===== src/core/ptmr_params.svh =====
`ifndef PTMR_PARAMS_SVH
`define PTMR_PARAMS_SVH

// Register block selects (address bits 7:4)
`define PTMR_BLK_CTL_EVEN    4'h0
`define PTMR_BLK_CNT_EVEN    4'h1
`define PTMR_BLK_PER_EVEN    4'h2
`define PTMR_BLK_CTL_ODD     4'h4
`define PTMR_BLK_CNT_ODD     4'h5
`define PTMR_BLK_PER_ODD     4'h6

// Alias offsets within a register block (address bits 3:2)
`define PTMR_ALIAS_CLR       8'h04
`define PTMR_ALIAS_SET       8'h08
`define PTMR_ALIAS_INV       8'h0C

// Control field positions
`define PTMR_BIT_ON          15
`define PTMR_BIT_STOP_IN_IDLE        13
`define PTMR_BIT_GATE        7
`define PTMR_BIT_PS_HI       6
`define PTMR_BIT_PS_LO       4
`define PTMR_BIT_WIDE        3
`define PTMR_BIT_TCS         1

// Writable bits of each control register
`define PTMR_CTL_MASK_EVEN   16'hA0FA
`define PTMR_CTL_MASK_ODD    16'hA0F2

// Reset values
`define PTMR_RST_CTL         16'h0000
`define PTMR_RST_CNT         16'h0000
`define PTMR_RST_PER         16'hFFFF

// Prescale terminal values (ratio minus one)
`define PTMR_PS_LIM_1        8'h00
`define PTMR_PS_LIM_2        8'h01
`define PTMR_PS_LIM_4        8'h03
`define PTMR_PS_LIM_8        8'h07
`define PTMR_PS_LIM_16       8'h0F
`define PTMR_PS_LIM_32       8'h1F
`define PTMR_PS_LIM_64       8'h3F
`define PTMR_PS_LIM_256      8'hFF

`endif


===== src/core/ptmr_pkg.sv =====
package ptmr_pkg;

   // Kind of register access, from address bits 3:2
   typedef enum logic [1:0] {
      PTMR_OP_WRITE = 2'h0,
      PTMR_OP_CLR   = 2'h1,
      PTMR_OP_SET   = 2'h2,
      PTMR_OP_INV   = 2'h3
   } ptmr_op_t;

   // State of the pair controller
   typedef struct packed {
      logic [15:0] ctl_e;     // Even control
      logic [15:0] ctl_o;     // Odd control
      logic [15:0] cnt_e;     // Even count
      logic [15:0] cnt_o;     // Odd count
      logic [15:0] per_e;     // Even period
      logic [15:0] per_o;     // Odd period
      logic [31:0] rdata;     // Read data
      logic        flag_e;    // Even period match pulse
      logic        flag_o;    // Odd period match pulse
   } ptmr_state_t;

   // State of a prescaler
   typedef struct packed {
      logic [7:0] cnt;        // Input tick count
   } ptmr_ps_state_t;

   // State of an edge detector
   typedef struct packed {
      logic prev;             // Last pin level
   } ptmr_edge_state_t;

endpackage


===== src/core/ptmr_edge.sv =====
// Rising edge detector for a timer clock pin
module ptmr_edge
   import ptmr_pkg::*;
(
   input  wire logic ref_clk,
   input  wire logic resetn,
   input  wire logic pin,
   output wire logic rise
);

   ptmr_edge_state_t s_q;   // Registered state
   ptmr_edge_state_t s_d;   // Next state

   // Remember the pin level
   always_comb
   begin
      s_d      = s_q;
      s_d.prev = pin;
   end

   // Register the state
   always_ff @(posedge ref_clk)
   begin
      if (!resetn)
         s_q <= '0;
      else
         s_q <= s_d;
   end

   // Pulse on a low to high change
   assign rise = pin & ~s_q.prev;

endmodule


===== src/core/ptmr_prescale.sv =====
`include "ptmr_params.svh"

// Input tick prescaler, ratios 1 to 256
module ptmr_prescale
   import ptmr_pkg::*;
#(
   parameter int CNT_W = 8
)
(
   input  wire logic       ref_clk,
   input  wire logic       resetn,
   input  wire logic       clear,
   input  wire logic       tick,
   input  wire logic [2:0] sel,
   output wire logic       pulse
);

   // The counter must hold the largest ratio
   initial
   begin
      if (CNT_W != 8)
         $error("ptmr_prescale: CNT_W must be 8");
   end

   // Terminal count for a prescale selection
   function automatic logic [7:0] ps_limit(input logic [2:0] s);
      unique case (s)
         3'h0: ps_limit = `PTMR_PS_LIM_1;
         3'h1: ps_limit = `PTMR_PS_LIM_2;
         3'h2: ps_limit = `PTMR_PS_LIM_4;
         3'h3: ps_limit = `PTMR_PS_LIM_8;
         3'h4: ps_limit = `PTMR_PS_LIM_16;
         3'h5: ps_limit = `PTMR_PS_LIM_32;
         3'h6: ps_limit = `PTMR_PS_LIM_64;
         3'h7: ps_limit = `PTMR_PS_LIM_256;
      endcase
   endfunction

   ptmr_ps_state_t s_q;     // Registered state
   ptmr_ps_state_t s_d;     // Next state
   logic           at_lim;  // Counter at or past terminal value

   assign at_lim = (s_q.cnt >= ps_limit(sel));

   // [RQ5] Divide the input ticks
   always_comb
   begin
      s_d = s_q;
      if (clear)
         s_d.cnt = 8'h00;
      else if (tick)
         s_d.cnt = at_lim ? 8'h00 : s_q.cnt + 8'h01;
   end

   // Register the state
   always_ff @(posedge ref_clk)
   begin
      if (!resetn)
         s_q <= '0;
      else
         s_q <= s_d;
   end

   // One pulse per completed ratio
   assign pulse = tick & at_lim & ~clear;

endmodule


===== src/core/ptmr_pair.sv =====
// The address map and strobed register access were left to the implementer.
`include "ptmr_params.svh"

// Notes on behaviour
// [RQ1] Timer runs only while enable bit set
// [RQ2] Stop-in-idle halts the timer during idle
// [RQ3] External clock: gate bit ignored, reads zero
// [RQ4] Internal clock with gate: count while gate high
// [RQ5] Prescale field divides by 1..256
// [RQ6] Wide mode joins even and odd timers
// [RQ7] Wide mode bit exists only on even timer
// [RQ8] Wide mode: odd timer settings ignored; code still halts the wide timer on odd stop-in-idle
// [RQ9] Software clears odd stop-in-idle for wide idle run
// [RQ10] Clock source: pin or internal clock
// [RQ11] Unimplemented bits ignore writes, read zero
// [RQ12] Software skips access right after disable
// [RQ13] Pairing fixed: even timer with next odd
// [RQ14] Clear, set, invert aliases at +4/+8/+C
// [RQ15] Count per tick, wrap at period, flag
module ptmr_pair
   import ptmr_pkg::*;
#(
   parameter int EVEN_INDEX = 2
)
(
   input  wire logic        ref_clk,
   input  wire logic        resetn,
   input  wire logic [7:0]  bus_addr,
   input  wire logic [31:0] bus_wdata,
   input  wire logic        bus_write,
   input  wire logic        bus_read,
   output wire logic [31:0] bus_rdata,
   input  wire logic        device_idle,
   input  wire logic        ext_timer_clock_pin_even,
   input  wire logic        ext_timer_clock_pin_odd,
   output wire logic        period_flag_even,
   output wire logic        period_flag_odd
);

   // [RQ13] Pairing fixed to an even timer and the next one
   initial
   begin
      if (EVEN_INDEX != 2 && EVEN_INDEX != 4)
         $error("ptmr_pair: EVEN_INDEX must be 2 or 4");
   end

   // Apply a plain, clear, set or invert write under a mask
   function automatic logic [15:0] reg_write(
      input logic [15:0] old,
      input logic [15:0] wd,
      input ptmr_op_t    op,
      input logic [15:0] mask
   );
      logic [15:0] nv;
      nv = old;
      unique case (op)
         PTMR_OP_WRITE: nv = wd;
         PTMR_OP_CLR:   nv = old & ~wd;
         PTMR_OP_SET:   nv = old | wd;
         PTMR_OP_INV:   nv = old ^ wd;
      endcase
      reg_write = (nv & mask) | (old & ~mask);
   endfunction

   // Input tick for one timer from its source settings
   function automatic logic src_tick(
      input logic clock_source_select,
      input logic gate,
      input logic rise,
      input logic level
   );
      if (clock_source_select)
         src_tick = rise;
      else if (gate)
         src_tick = level;
      else
         src_tick = 1'b1;
   endfunction

   // Readable image of a control register
   function automatic logic [31:0] ctl_view(input logic [15:0] c);
      logic [15:0] v;
      v = c;
      // [RQ3] Gate bit reads zero with external clock
      if (c[`PTMR_BIT_TCS])
         v[`PTMR_BIT_GATE] = 1'b0;
      ctl_view = {16'h0000, v};
   endfunction

   ptmr_state_t s_q;            // Registered state
   ptmr_state_t s_d;            // Next state

   // Bus decode
   logic [3:0]  blk;            // Register block select
   ptmr_op_t    op;             // Access kind
   logic        addr_ok;        // Low address bits clear
   logic [15:0] wd16;           // Low half of write data

   // Control field views
   logic        wide;           // Pair runs as one 32-bit timer
   logic        run_e;          // Even timer running
   logic        run_o;          // Odd timer running
   logic        tick_e;         // Even input tick
   logic        tick_o;         // Odd input tick
   logic        ps_e;           // Even prescaled tick
   logic        ps_o;           // Odd prescaled tick
   logic        rise_e;         // Even pin rising edge
   logic        rise_o;         // Odd pin rising edge
   logic        clr_ps_e;       // Hold even prescaler at zero
   logic        clr_ps_o;       // Hold odd prescaler at zero
   logic [31:0] cnt_w;          // Joined count
   logic [31:0] per_w;          // Joined period

   assign blk     = bus_addr[7:4];
   assign op      = ptmr_op_t'(bus_addr[3:2]);
   assign addr_ok = (bus_addr[1:0] == 2'h0);
   assign wd16    = bus_wdata[15:0];

   // [RQ6] Wide mode taken from the even control only
   assign wide = s_q.ctl_e[`PTMR_BIT_WIDE];

   // [RQ1] Even timer enable and idle stop
   // [RQ2] Halt in idle when stop-in-idle set
   // [RQ9] Odd stop-in-idle also halts the wide timer
   assign run_e = s_q.ctl_e[`PTMR_BIT_ON]
                  & ~(device_idle & s_q.ctl_e[`PTMR_BIT_STOP_IN_IDLE])
                  & ~(wide & device_idle & s_q.ctl_o[`PTMR_BIT_STOP_IN_IDLE]);

   // [RQ8] Odd enable ignored in wide mode
   assign run_o = ~wide & s_q.ctl_o[`PTMR_BIT_ON]
                  & ~(device_idle & s_q.ctl_o[`PTMR_BIT_STOP_IN_IDLE]);

   // [RQ10] Select pin edge or internal clock
   // [RQ4] Gated accumulation while pin high
   assign tick_e = run_e & src_tick(s_q.ctl_e[`PTMR_BIT_TCS],
                                    s_q.ctl_e[`PTMR_BIT_GATE],
                                    rise_e,
                                    ext_timer_clock_pin_even);
   assign tick_o = run_o & src_tick(s_q.ctl_o[`PTMR_BIT_TCS],
                                    s_q.ctl_o[`PTMR_BIT_GATE],
                                    rise_o,
                                    ext_timer_clock_pin_odd);

   // Prescalers restart whenever their timer is off
   assign clr_ps_e = ~s_q.ctl_e[`PTMR_BIT_ON];
   assign clr_ps_o = ~s_q.ctl_o[`PTMR_BIT_ON] | wide;

   assign cnt_w = {s_q.cnt_o, s_q.cnt_e};
   assign per_w = {s_q.per_o, s_q.per_e};

   // Edge detector on the even pin
   ptmr_edge u_edge_e (
      .ref_clk (ref_clk),
      .resetn  (resetn),
      .pin     (ext_timer_clock_pin_even),
      .rise    (rise_e)
   );

   // Edge detector on the odd pin
   ptmr_edge u_edge_o (
      .ref_clk (ref_clk),
      .resetn  (resetn),
      .pin     (ext_timer_clock_pin_odd),
      .rise    (rise_o)
   );

   // Even prescaler, also serves the wide timer
   ptmr_prescale #(
      .CNT_W (8)
   ) u_ps_e (
      .ref_clk (ref_clk),
      .resetn  (resetn),
      .clear   (clr_ps_e),
      .tick    (tick_e),
      .sel     (s_q.ctl_e[`PTMR_BIT_PS_HI:`PTMR_BIT_PS_LO]),
      .pulse   (ps_e)
   );

   // Odd prescaler, idle in wide mode
   ptmr_prescale #(
      .CNT_W (8)
   ) u_ps_o (
      .ref_clk (ref_clk),
      .resetn  (resetn),
      .clear   (clr_ps_o),
      .tick    (tick_o),
      .sel     (s_q.ctl_o[`PTMR_BIT_PS_HI:`PTMR_BIT_PS_LO]),
      .pulse   (ps_o)
   );

   // Counting, register writes and read data
   always_comb
   begin
      s_d        = s_q;
      s_d.flag_e = 1'b0;
      s_d.flag_o = 1'b0;
      s_d.rdata  = 32'h0000_0000;

      // [RQ15] Advance per prescaled tick, wrap at period
      if (wide)
      begin
         // Joined count; odd flag marks the wide match
         if (ps_e)
         begin
            if (cnt_w == per_w)
            begin
               s_d.cnt_e  = 16'h0000;
               s_d.cnt_o  = 16'h0000;
               s_d.flag_o = 1'b1;
            end
            else
            begin
               s_d.cnt_e = cnt_w[15:0] + 16'h0001;
               s_d.cnt_o = cnt_w[31:16] + {15'h0000, &cnt_w[15:0]};
            end
         end
      end
      else
      begin
         // Even timer alone
         if (ps_e)
         begin
            if (s_q.cnt_e == s_q.per_e)
            begin
               s_d.cnt_e  = 16'h0000;
               s_d.flag_e = 1'b1;
            end
            else
               s_d.cnt_e = s_q.cnt_e + 16'h0001;
         end
         // Odd timer alone
         if (ps_o)
         begin
            if (s_q.cnt_o == s_q.per_o)
            begin
               s_d.cnt_o  = 16'h0000;
               s_d.flag_o = 1'b1;
            end
            else
               s_d.cnt_o = s_q.cnt_o + 16'h0001;
         end
      end

      // [RQ14] Software writes, with alias operations
      if (bus_write && addr_ok)
      begin
         unique case (blk)
            // [RQ7] Wide bit only in the even mask
            // [RQ11] Unimplemented bits kept at zero
            `PTMR_BLK_CTL_EVEN:
               s_d.ctl_e = reg_write(s_q.ctl_e, wd16, op, `PTMR_CTL_MASK_EVEN);
            `PTMR_BLK_CTL_ODD:
               s_d.ctl_o = reg_write(s_q.ctl_o, wd16, op, `PTMR_CTL_MASK_ODD);
            `PTMR_BLK_CNT_EVEN:
               s_d.cnt_e = reg_write(s_q.cnt_e, wd16, op, 16'hFFFF);
            `PTMR_BLK_CNT_ODD:
               s_d.cnt_o = reg_write(s_q.cnt_o, wd16, op, 16'hFFFF);
            `PTMR_BLK_PER_EVEN:
               s_d.per_e = reg_write(s_q.per_e, wd16, op, 16'hFFFF);
            `PTMR_BLK_PER_ODD:
               s_d.per_o = reg_write(s_q.per_o, wd16, op, 16'hFFFF);
            default:
               s_d.rdata = 32'h0000_0000;
         endcase
      end

      // Reads answer in the following cycle; aliases read zero
      if (bus_read && addr_ok && op == PTMR_OP_WRITE)
      begin
         unique case (blk)
            // [RQ3] Gate reads zero under external clock
            `PTMR_BLK_CTL_EVEN: s_d.rdata = ctl_view(s_q.ctl_e);
            `PTMR_BLK_CTL_ODD:  s_d.rdata = ctl_view(s_q.ctl_o);
            `PTMR_BLK_CNT_EVEN: s_d.rdata = {16'h0000, s_q.cnt_e};
            `PTMR_BLK_CNT_ODD:  s_d.rdata = {16'h0000, s_q.cnt_o};
            `PTMR_BLK_PER_EVEN: s_d.rdata = {16'h0000, s_q.per_e};
            `PTMR_BLK_PER_ODD:  s_d.rdata = {16'h0000, s_q.per_o};
            default:            s_d.rdata = 32'h0000_0000;
         endcase
      end
   end

   // Register the state
   always_ff @(posedge ref_clk)
   begin
      if (!resetn)
      begin
         s_q        <= '0;
         s_q.ctl_e  <= `PTMR_RST_CTL;
         s_q.ctl_o  <= `PTMR_RST_CTL;
         s_q.cnt_e  <= `PTMR_RST_CNT;
         s_q.cnt_o  <= `PTMR_RST_CNT;
         s_q.per_e  <= `PTMR_RST_PER;
         s_q.per_o  <= `PTMR_RST_PER;
      end
      else
         s_q <= s_d;
   end

   // Outputs straight from flip-flops
   assign bus_rdata        = s_q.rdata;
   assign period_flag_even = s_q.flag_e;
   assign period_flag_odd  = s_q.flag_o;

endmodule


===== config.mk =====
export PLATFORM = sky130hd
export DESIGN_NAME = ptmr_pair
export DESIGN_NICKNAME = d
export VERILOG_FILES = /design/src/core/ptmr_pkg.sv /design/src/core/ptmr_edge.sv /design/src/core/ptmr_prescale.sv /design/src/core/ptmr_pair.sv
export VERILOG_INCLUDE_DIRS = /design/src /design/src/core
export SDC_FILE = /design/constraint.sdc
export NUM_CORES = 1
export LEC_CHECK = 0
export BUFFER_PORTS_ARGS = -buffer_cell sky130_fd_sc_hd__buf_2
export CORE_MARGIN = 3
export CORE_UTILIZATION = 28
export CTS_BUF_LIST = sky130_fd_sc_hd__clkbuf_16
export DETAILED_ROUTE_END_ITERATION = 16
export SYNTH_ARGS = -nofsm -noshare
export SYNTH_HDL_FRONTEND = slang
export SYNTH_SLANG_ARGS = --single-unit

===== constraint.sdc =====
create_clock -name ref_clk -period 5.2 [get_ports ref_clk]
set_input_delay 0.78 -clock ref_clk [delete_from_list [all_inputs] [get_ports ref_clk]]
set_output_delay 0.78 -clock ref_clk [all_outputs]
set_load 0.02 [all_outputs]

# Yosys cells after proc, flatten, opt, wreduce, memory -nomap -nowiden

Memory sizes are Yosys's and may differ from the RTL's. A register that Yosys moved wholly into a read port is not among the register bits.
Index checks and enable logic that the tools add are counted.

Equality and inequality tests: 11
Muxes and demuxes: 42
Order comparisons: 2
Add/subtract/negate cells: 5
Bitwise gates (word level): 48
Reduce and logical (&&, ||, !) cells: 14

Operators by type and width:

| cell                                           | number |
|---|---|
| case mux 16 bit (4 select lines)               | 6 |
| two-way mux 16 bit                             | 12 |
| two-way mux 32 bit                             | 4 |
| bitwise AND 16 bit                             | 6 |
| two-way mux 96 bit                             | 1 |
| bitwise OR 16 bit                              | 6 |
| case mux 16 bit (6 select lines)               | 1 |
| bitwise XOR 16 bit                             | 6 |
| adder 16 x 1 -> 16 bit (second input constant) | 2 |
| == test 16 bit                                 | 2 |
| == test 32 bit                                 | 1 |
| bitwise OR 16 x 15 -> 16 bit                   | 2 |
| adder 16 x 1 -> 16 bit                         | 1 |
| adder 8 x 1 -> 8 bit (second input constant)   | 2 |
| bitwise AND 1 bit                              | 16 |
| greater-or-equal comparator 8 bit              | 2 |
| two-way mux 8 bit                              | 2 |
| inverter 16 bit                                | 1 |
| AND reduction 16 bit                           | 1 |
| == test 4 x 3 -> 1 bit (second input constant) | 3 |
| two-way mux 1 bit                              | 12 |
| two-way mux 3 bit                              | 4 |
| inverter 1 bit                                 | 10 |
| AND reduction 2 bit                            | 5 |
| other kinds (10)                               | 14 |

Input port bits: 47
Register bits: 148
Output and inout port bits: 34
Memory bits (read-only): 128
Logic and storage cells: 137
Memories: 2

Memories:

| name            | depth | width | read ports | clocked after memory_dff | write ports | line                | text |
|---|---|---|---|---|---|---|---|
| (no name shown) | 8     | 8     | 1          | 1                        | 0           | ptmr_prescale.sv:27 | `unique case (s)` |
| (no name shown) | 8     | 8     | 1          | 1                        | 0           | ptmr_prescale.sv:27 |  |

# Depth between registers and ports, before layout

Word-level depth: 12
Depth in mapped cells: 12
Depth with buffers taken out: 11

# Modules after synthesis

Synthesis repeated with hierarchy kept, for this count alone.

Cells, all modules: 1395
Area, all modules: 10940.5 um^2

Modules (own cells, without submodules):

| module        | area an instance (um^2) | seq. area each (um^2) | instances | cells an instance |
|---|---|---|---|---|
| ptmr_pair     | 9649.3                  | 1941.9                | 1         | 1253 |
| ptmr_prescale | 605.6                   | 160.2                 | 2         | 68 |
| ptmr_edge     | 40.0                    | 20.0                  | 2         | 3 |

# Worst setup path after synthesis

No wires, ideal clock.

Kind: reg-to-reg
From: reg s_q (netlist bit cnt_w[1])
To: reg s_q (netlist bit cnt_w[31])
Library setup time: 0.060 ns
Clock period less this slack: 2.779 ns
Path slack: 2.421 ns
Data required time: 5.140 ns
Path buffers: 1
Stages on the path, launching flop included: 13
Arrival time: 2.719 ns
Path through: dfxtp_1 ha_1 and3_1 and3_1 and2_1 clkbuf_1 and4_1 ha_1 and2_1 o2111ai_4 or3_1 a211oi_2 o41a_1

Longest elaborated chain between the ends: 7
Elaborated cells on any way between the ends: 8
Classes of those cells: 1 x add/sub; 1 x eq/ne; 5 x mux; 1 x reduce/logical

RTL lines:

| what                   | line             | text |
|---|---|---|
| start: declaration     | ptmr_pair.sv:90  | `ptmr_state_t s_q;` |
| AND reduction 16 bit   | ptmr_pair.sv:214 | `s_d.cnt_o = cnt_w[31:16] + {15'h0000, &cnt_w[15:0]};` |
| adder 16 x 1 -> 16 bit | ptmr_pair.sv:214 |  |
| two-way mux 32 bit (*) | ptmr_pair.sv:205 | `if (cnt_w == per_w)` |
| two-way mux 32 bit (*) | ptmr_pair.sv:203 | `if (ps_e)` |
| two-way mux 32 bit (*) | ptmr_pair.sv:200 | `if (wide)` |
| two-way mux 16 bit     | ptmr_pair.sv:247 | `unique case (blk)` |
| two-way mux 96 bit (*) | ptmr_pair.sv:245 | `if (bus_write && addr_ok)` |

Mark *: on every way between the ends. The rest lies on a longest branch, timed or not.
A chain may end at the register's enable or synchronous reset.

# Final worst setup path

From: reg s_q (netlist bit cnt_w[1])
To: reg s_q (netlist bit cnt_w[25])

The elaborated chain is that of the path after synthesis.

==> metrics.yaml <==
outcome:
  status: "finished, final reports clean"
setup_path:
  cp.required_ps: 5590
  worstReg2RegStart: "cnt_w[1]$_SDFF_PN0_"
  path_cells: "ha_1 > and3_1 > and3_1 > and2_1 > and4_1 > ha_1 > and2_1 > o2111ai_4 > or3_1 > a211oi_1 > o31a_1"
  path_class: "reg2reg"
  crit_fanout: 8
  start_kind: "flip-flop"
  reg2regPathDepth: 11
  cp_slowest_cell: "dfxtp_1"
  r2r_setup_slack_ps: 1790
  slowest_delay_ps: 470
  cp-end-kind: "flip-flop"
  worstReg2RegEnd: "cnt_w[25]$_SDFF_PN0_"
  cp.arrival_ps: 3800
yosys:
  synth-edff-count: 0
  yosysTopAreaCell: "dfxtp_1"
  yosys_register_bits: 129
  syn_inst: 1452
  synth_area_um2: 11300
  synth_top_area_frac: 0.228
  synth.avg_cell_area_um2: 7.79
  synth_area_leaders: "dfxtp_1, ha_1, a21oi_1"
  async_reset_ff_frac: 0
  synth_warnings: 0
  seq_area_frac_synth: 0.228
  synth_ff_type: "dfxtp_1"
  netlist-cell-type-count: 71
timing:
  slew_viol_final: 0
  setup_viol: 0
  rsz0062_at_grt: "no"
  hold_ws_ps: 529
  clock_skew_ps: 11.4
  finalCritPeriodShare: 0.655
  hold_viol: 0
  finalCriticalPeriod_ps: 3410
  fin_tns_setup_ps: 0
  tightestPinTransition_ps: 1100
  max_freq_mhz: 294
  relSlewSlack: 0.264
cts:
  clock_latency_ps: 450
  cts-hold-fix-buffers: 0
  numCtsBuffers: 17
  clockBufferDepth: 2
  cts_root_buf: "clkbuf_16"
  post_cts_resized: 0
  htreeDepth: 4
  cts_tree: "yes"
  cts_setup_buffers: 0
  clock_sinks: 129
  clk_pin_slew_ps: 70
global_routing:
  grt_max_degree: 113
  grt_usage: 0.159
  overflow: 0
  grt_pass1_wl_um: 55200
  antenna_found_initial: 0
  grt_pass1_vias: 9527
floorplanning:
  initial_core_util: 0.284
  num_rows: 73
  die_h_um: 207
  die_w_um: 207
  pin_count: 81
  dieArea_um2: 42900
  core_um2: 39800
final_layout:
  multiInputGateArea_um2: 7670
  finalNonFillerCells: 1956
  syn_to_final_growth_pct: 8.60
  regArea_um2: 2580
  layout_common_cells: "ha_1, a21oi_1, dfxtp_1"
  layout.cells.most_common: "ha_1"
  fin_nets: 1646
  drive_above_1_share: 0.0832
  antenna_cells: 0
  n_fill_cell: 4288
routing:
  drt-total-wl_um: 34700
  routedWlPerCell_um: 17.7
  drt_iter0_markers: 952
  via_per_inst: 5.30
  firstDrtPassIters: 5
  vias: 10400
  drc: 0
  final_antenna_net_count: 0
power:
  p_per_area_nw_per_um2: 206
  p_leak_nw: 4.97
  irDropWorstVdd_mv: 0.176
place:
  io_buffers: 48
  place_inst: 1924
  dp_hpwl_um: 24000
  routabilityCongestion: 0.882
run:
  cap_violations: 0
min_path:
  worstHoldPathCells: 2
  min-delay-start: "u_ps_e.s_q[7]$_SDFFE_PN0N_"
  min_path_type: "reg2reg"
  min_to: "u_ps_e.s_q[7]$_SDFFE_PN0N_"
[through the flow]
step                      area (µm²)   util  worst slack (ps)  total power (W)
after floorplan                11400      -              2420          0.00129
after global placement         11700  0.294              1840          0.00135
after detailed placement       11700  0.294              1830          0.00137
after CTS                      12300  0.309              1860          0.00256
after global routing           12300  0.309              1630          0.00265
final                          12300  0.309              1790          0.00253
[report_power, final]
group          total, W  switching (W)  leakage (nW)  internal, W
sequential      0.00102      0.0000222          1.04     0.000998
combinational  0.000330       0.000218          3.67     0.000112
clock           0.00118       0.000525         0.256     0.000659
[how the worst max path moves through the flow]
| stage | start | endpoint | slack, ps | cells past startpoint |
|---|---|---|---|---|
| detailed placement | bus_addr[5] | flip-flop | 1830 | 7 |
| floorplan | cnt_w[1]$_SDFF_PN0_ | cnt_w[31]$_SDFF_PN0_ | 2420 | 12 |
| global route | cnt_w[1]$_SDFF_PN0_ | cnt_w[25]$_SDFF_PN0_ | 1630 | 11 |
| finish | cnt_w[1]$_SDFF_PN0_ | cnt_w[25]$_SDFF_PN0_ | 1790 | 11 |
| CTS | cnt_w[1]$_SDFF_PN0_ | cnt_w[25]$_SDFF_PN0_ | 1860 | 11 |
| global placement | bus_addr[5] | flip-flop | 1840 | 7 |
[worst max-delay path, delay by kind of cell (launching register included)]
kind	cells	cell delay [ps]
adders and majority gates	2	420
and+or+nand+nor	6	1760
AOI/OAI and AO/OA	3	690
DFF	1	470
[synthesized netlist by cell type, types with 6 or more instances]
| cell type | count |
|---|---|
| dfxtp_1 | 129 |
| a22oi_1 | 38 |
| o22ai_1 | 11 |
| ha_1 | 181 |
| o211ai_1 | 8 |
| mux4_2 | 6 |
| buf_1 | 11 |
| xnor2_1 | 14 |
| o21ai_0 | 59 |
| a21oi_1 | 168 |
| or3_1 | 6 |
| and3_1 | 11 |
| nand3_1 | 34 |
| a211oi_1 | 102 |
| nand2b_1 | 10 |
| buf_2 | 20 |
| nor2_1 | 128 |
| nor4_1 | 14 |
| clkbuf_1 | 62 |
| nor3_1 | 14 |
| nand2_1 | 92 |
| a31oi_1 | 22 |
| and2_1 | 11 |
| o21a_1 | 9 |
| xor2_1 | 44 |
| buf_4 | 32 |
| inv_1 | 122 |
| nand4_1 | 17 |
[per-layer routing]
metal / vias up / GRT usage / part of all wire / wire (µm)
li1: 5055 / - / - / -
met2: 331 / 0.242 / 0.44 / 15400
met5: - / 0 / 0 / 0
met3: 46 / 0.0295 / 0.075 / 2600
met1: 4936 / 0.230 / 0.46 / 16100
met4: 0 / 0.0454 / 0.017 / 578
[kinds of logic (layout without fill, tap and decap cells)]
logic type                 Yosys count  in the layout  synth area share
adders and majority gates          181            181             0.200
AOI/OAI and AO/OA                  456            456             0.258
other                                1             16          0.000331
buffers and inverters              253            217            0.0993
DFF                                129            129             0.228
muxes                               11             11            0.0164
and+or+nand+nor                    363            363             0.153
xor gates and xnor gates            58             58            0.0449
[cell type report]
class	instances	share of cell area
multi-input cells	1085	0.624
flip-flops and latches	129	0.210
well taps	525	0.0535
inverters	124	0.0383
clock buffers	17	0.0346
repair buffers	61	0.0282
clock inverters	15	0.0111
No activity file was read; power rests on OpenSTA's default activity.
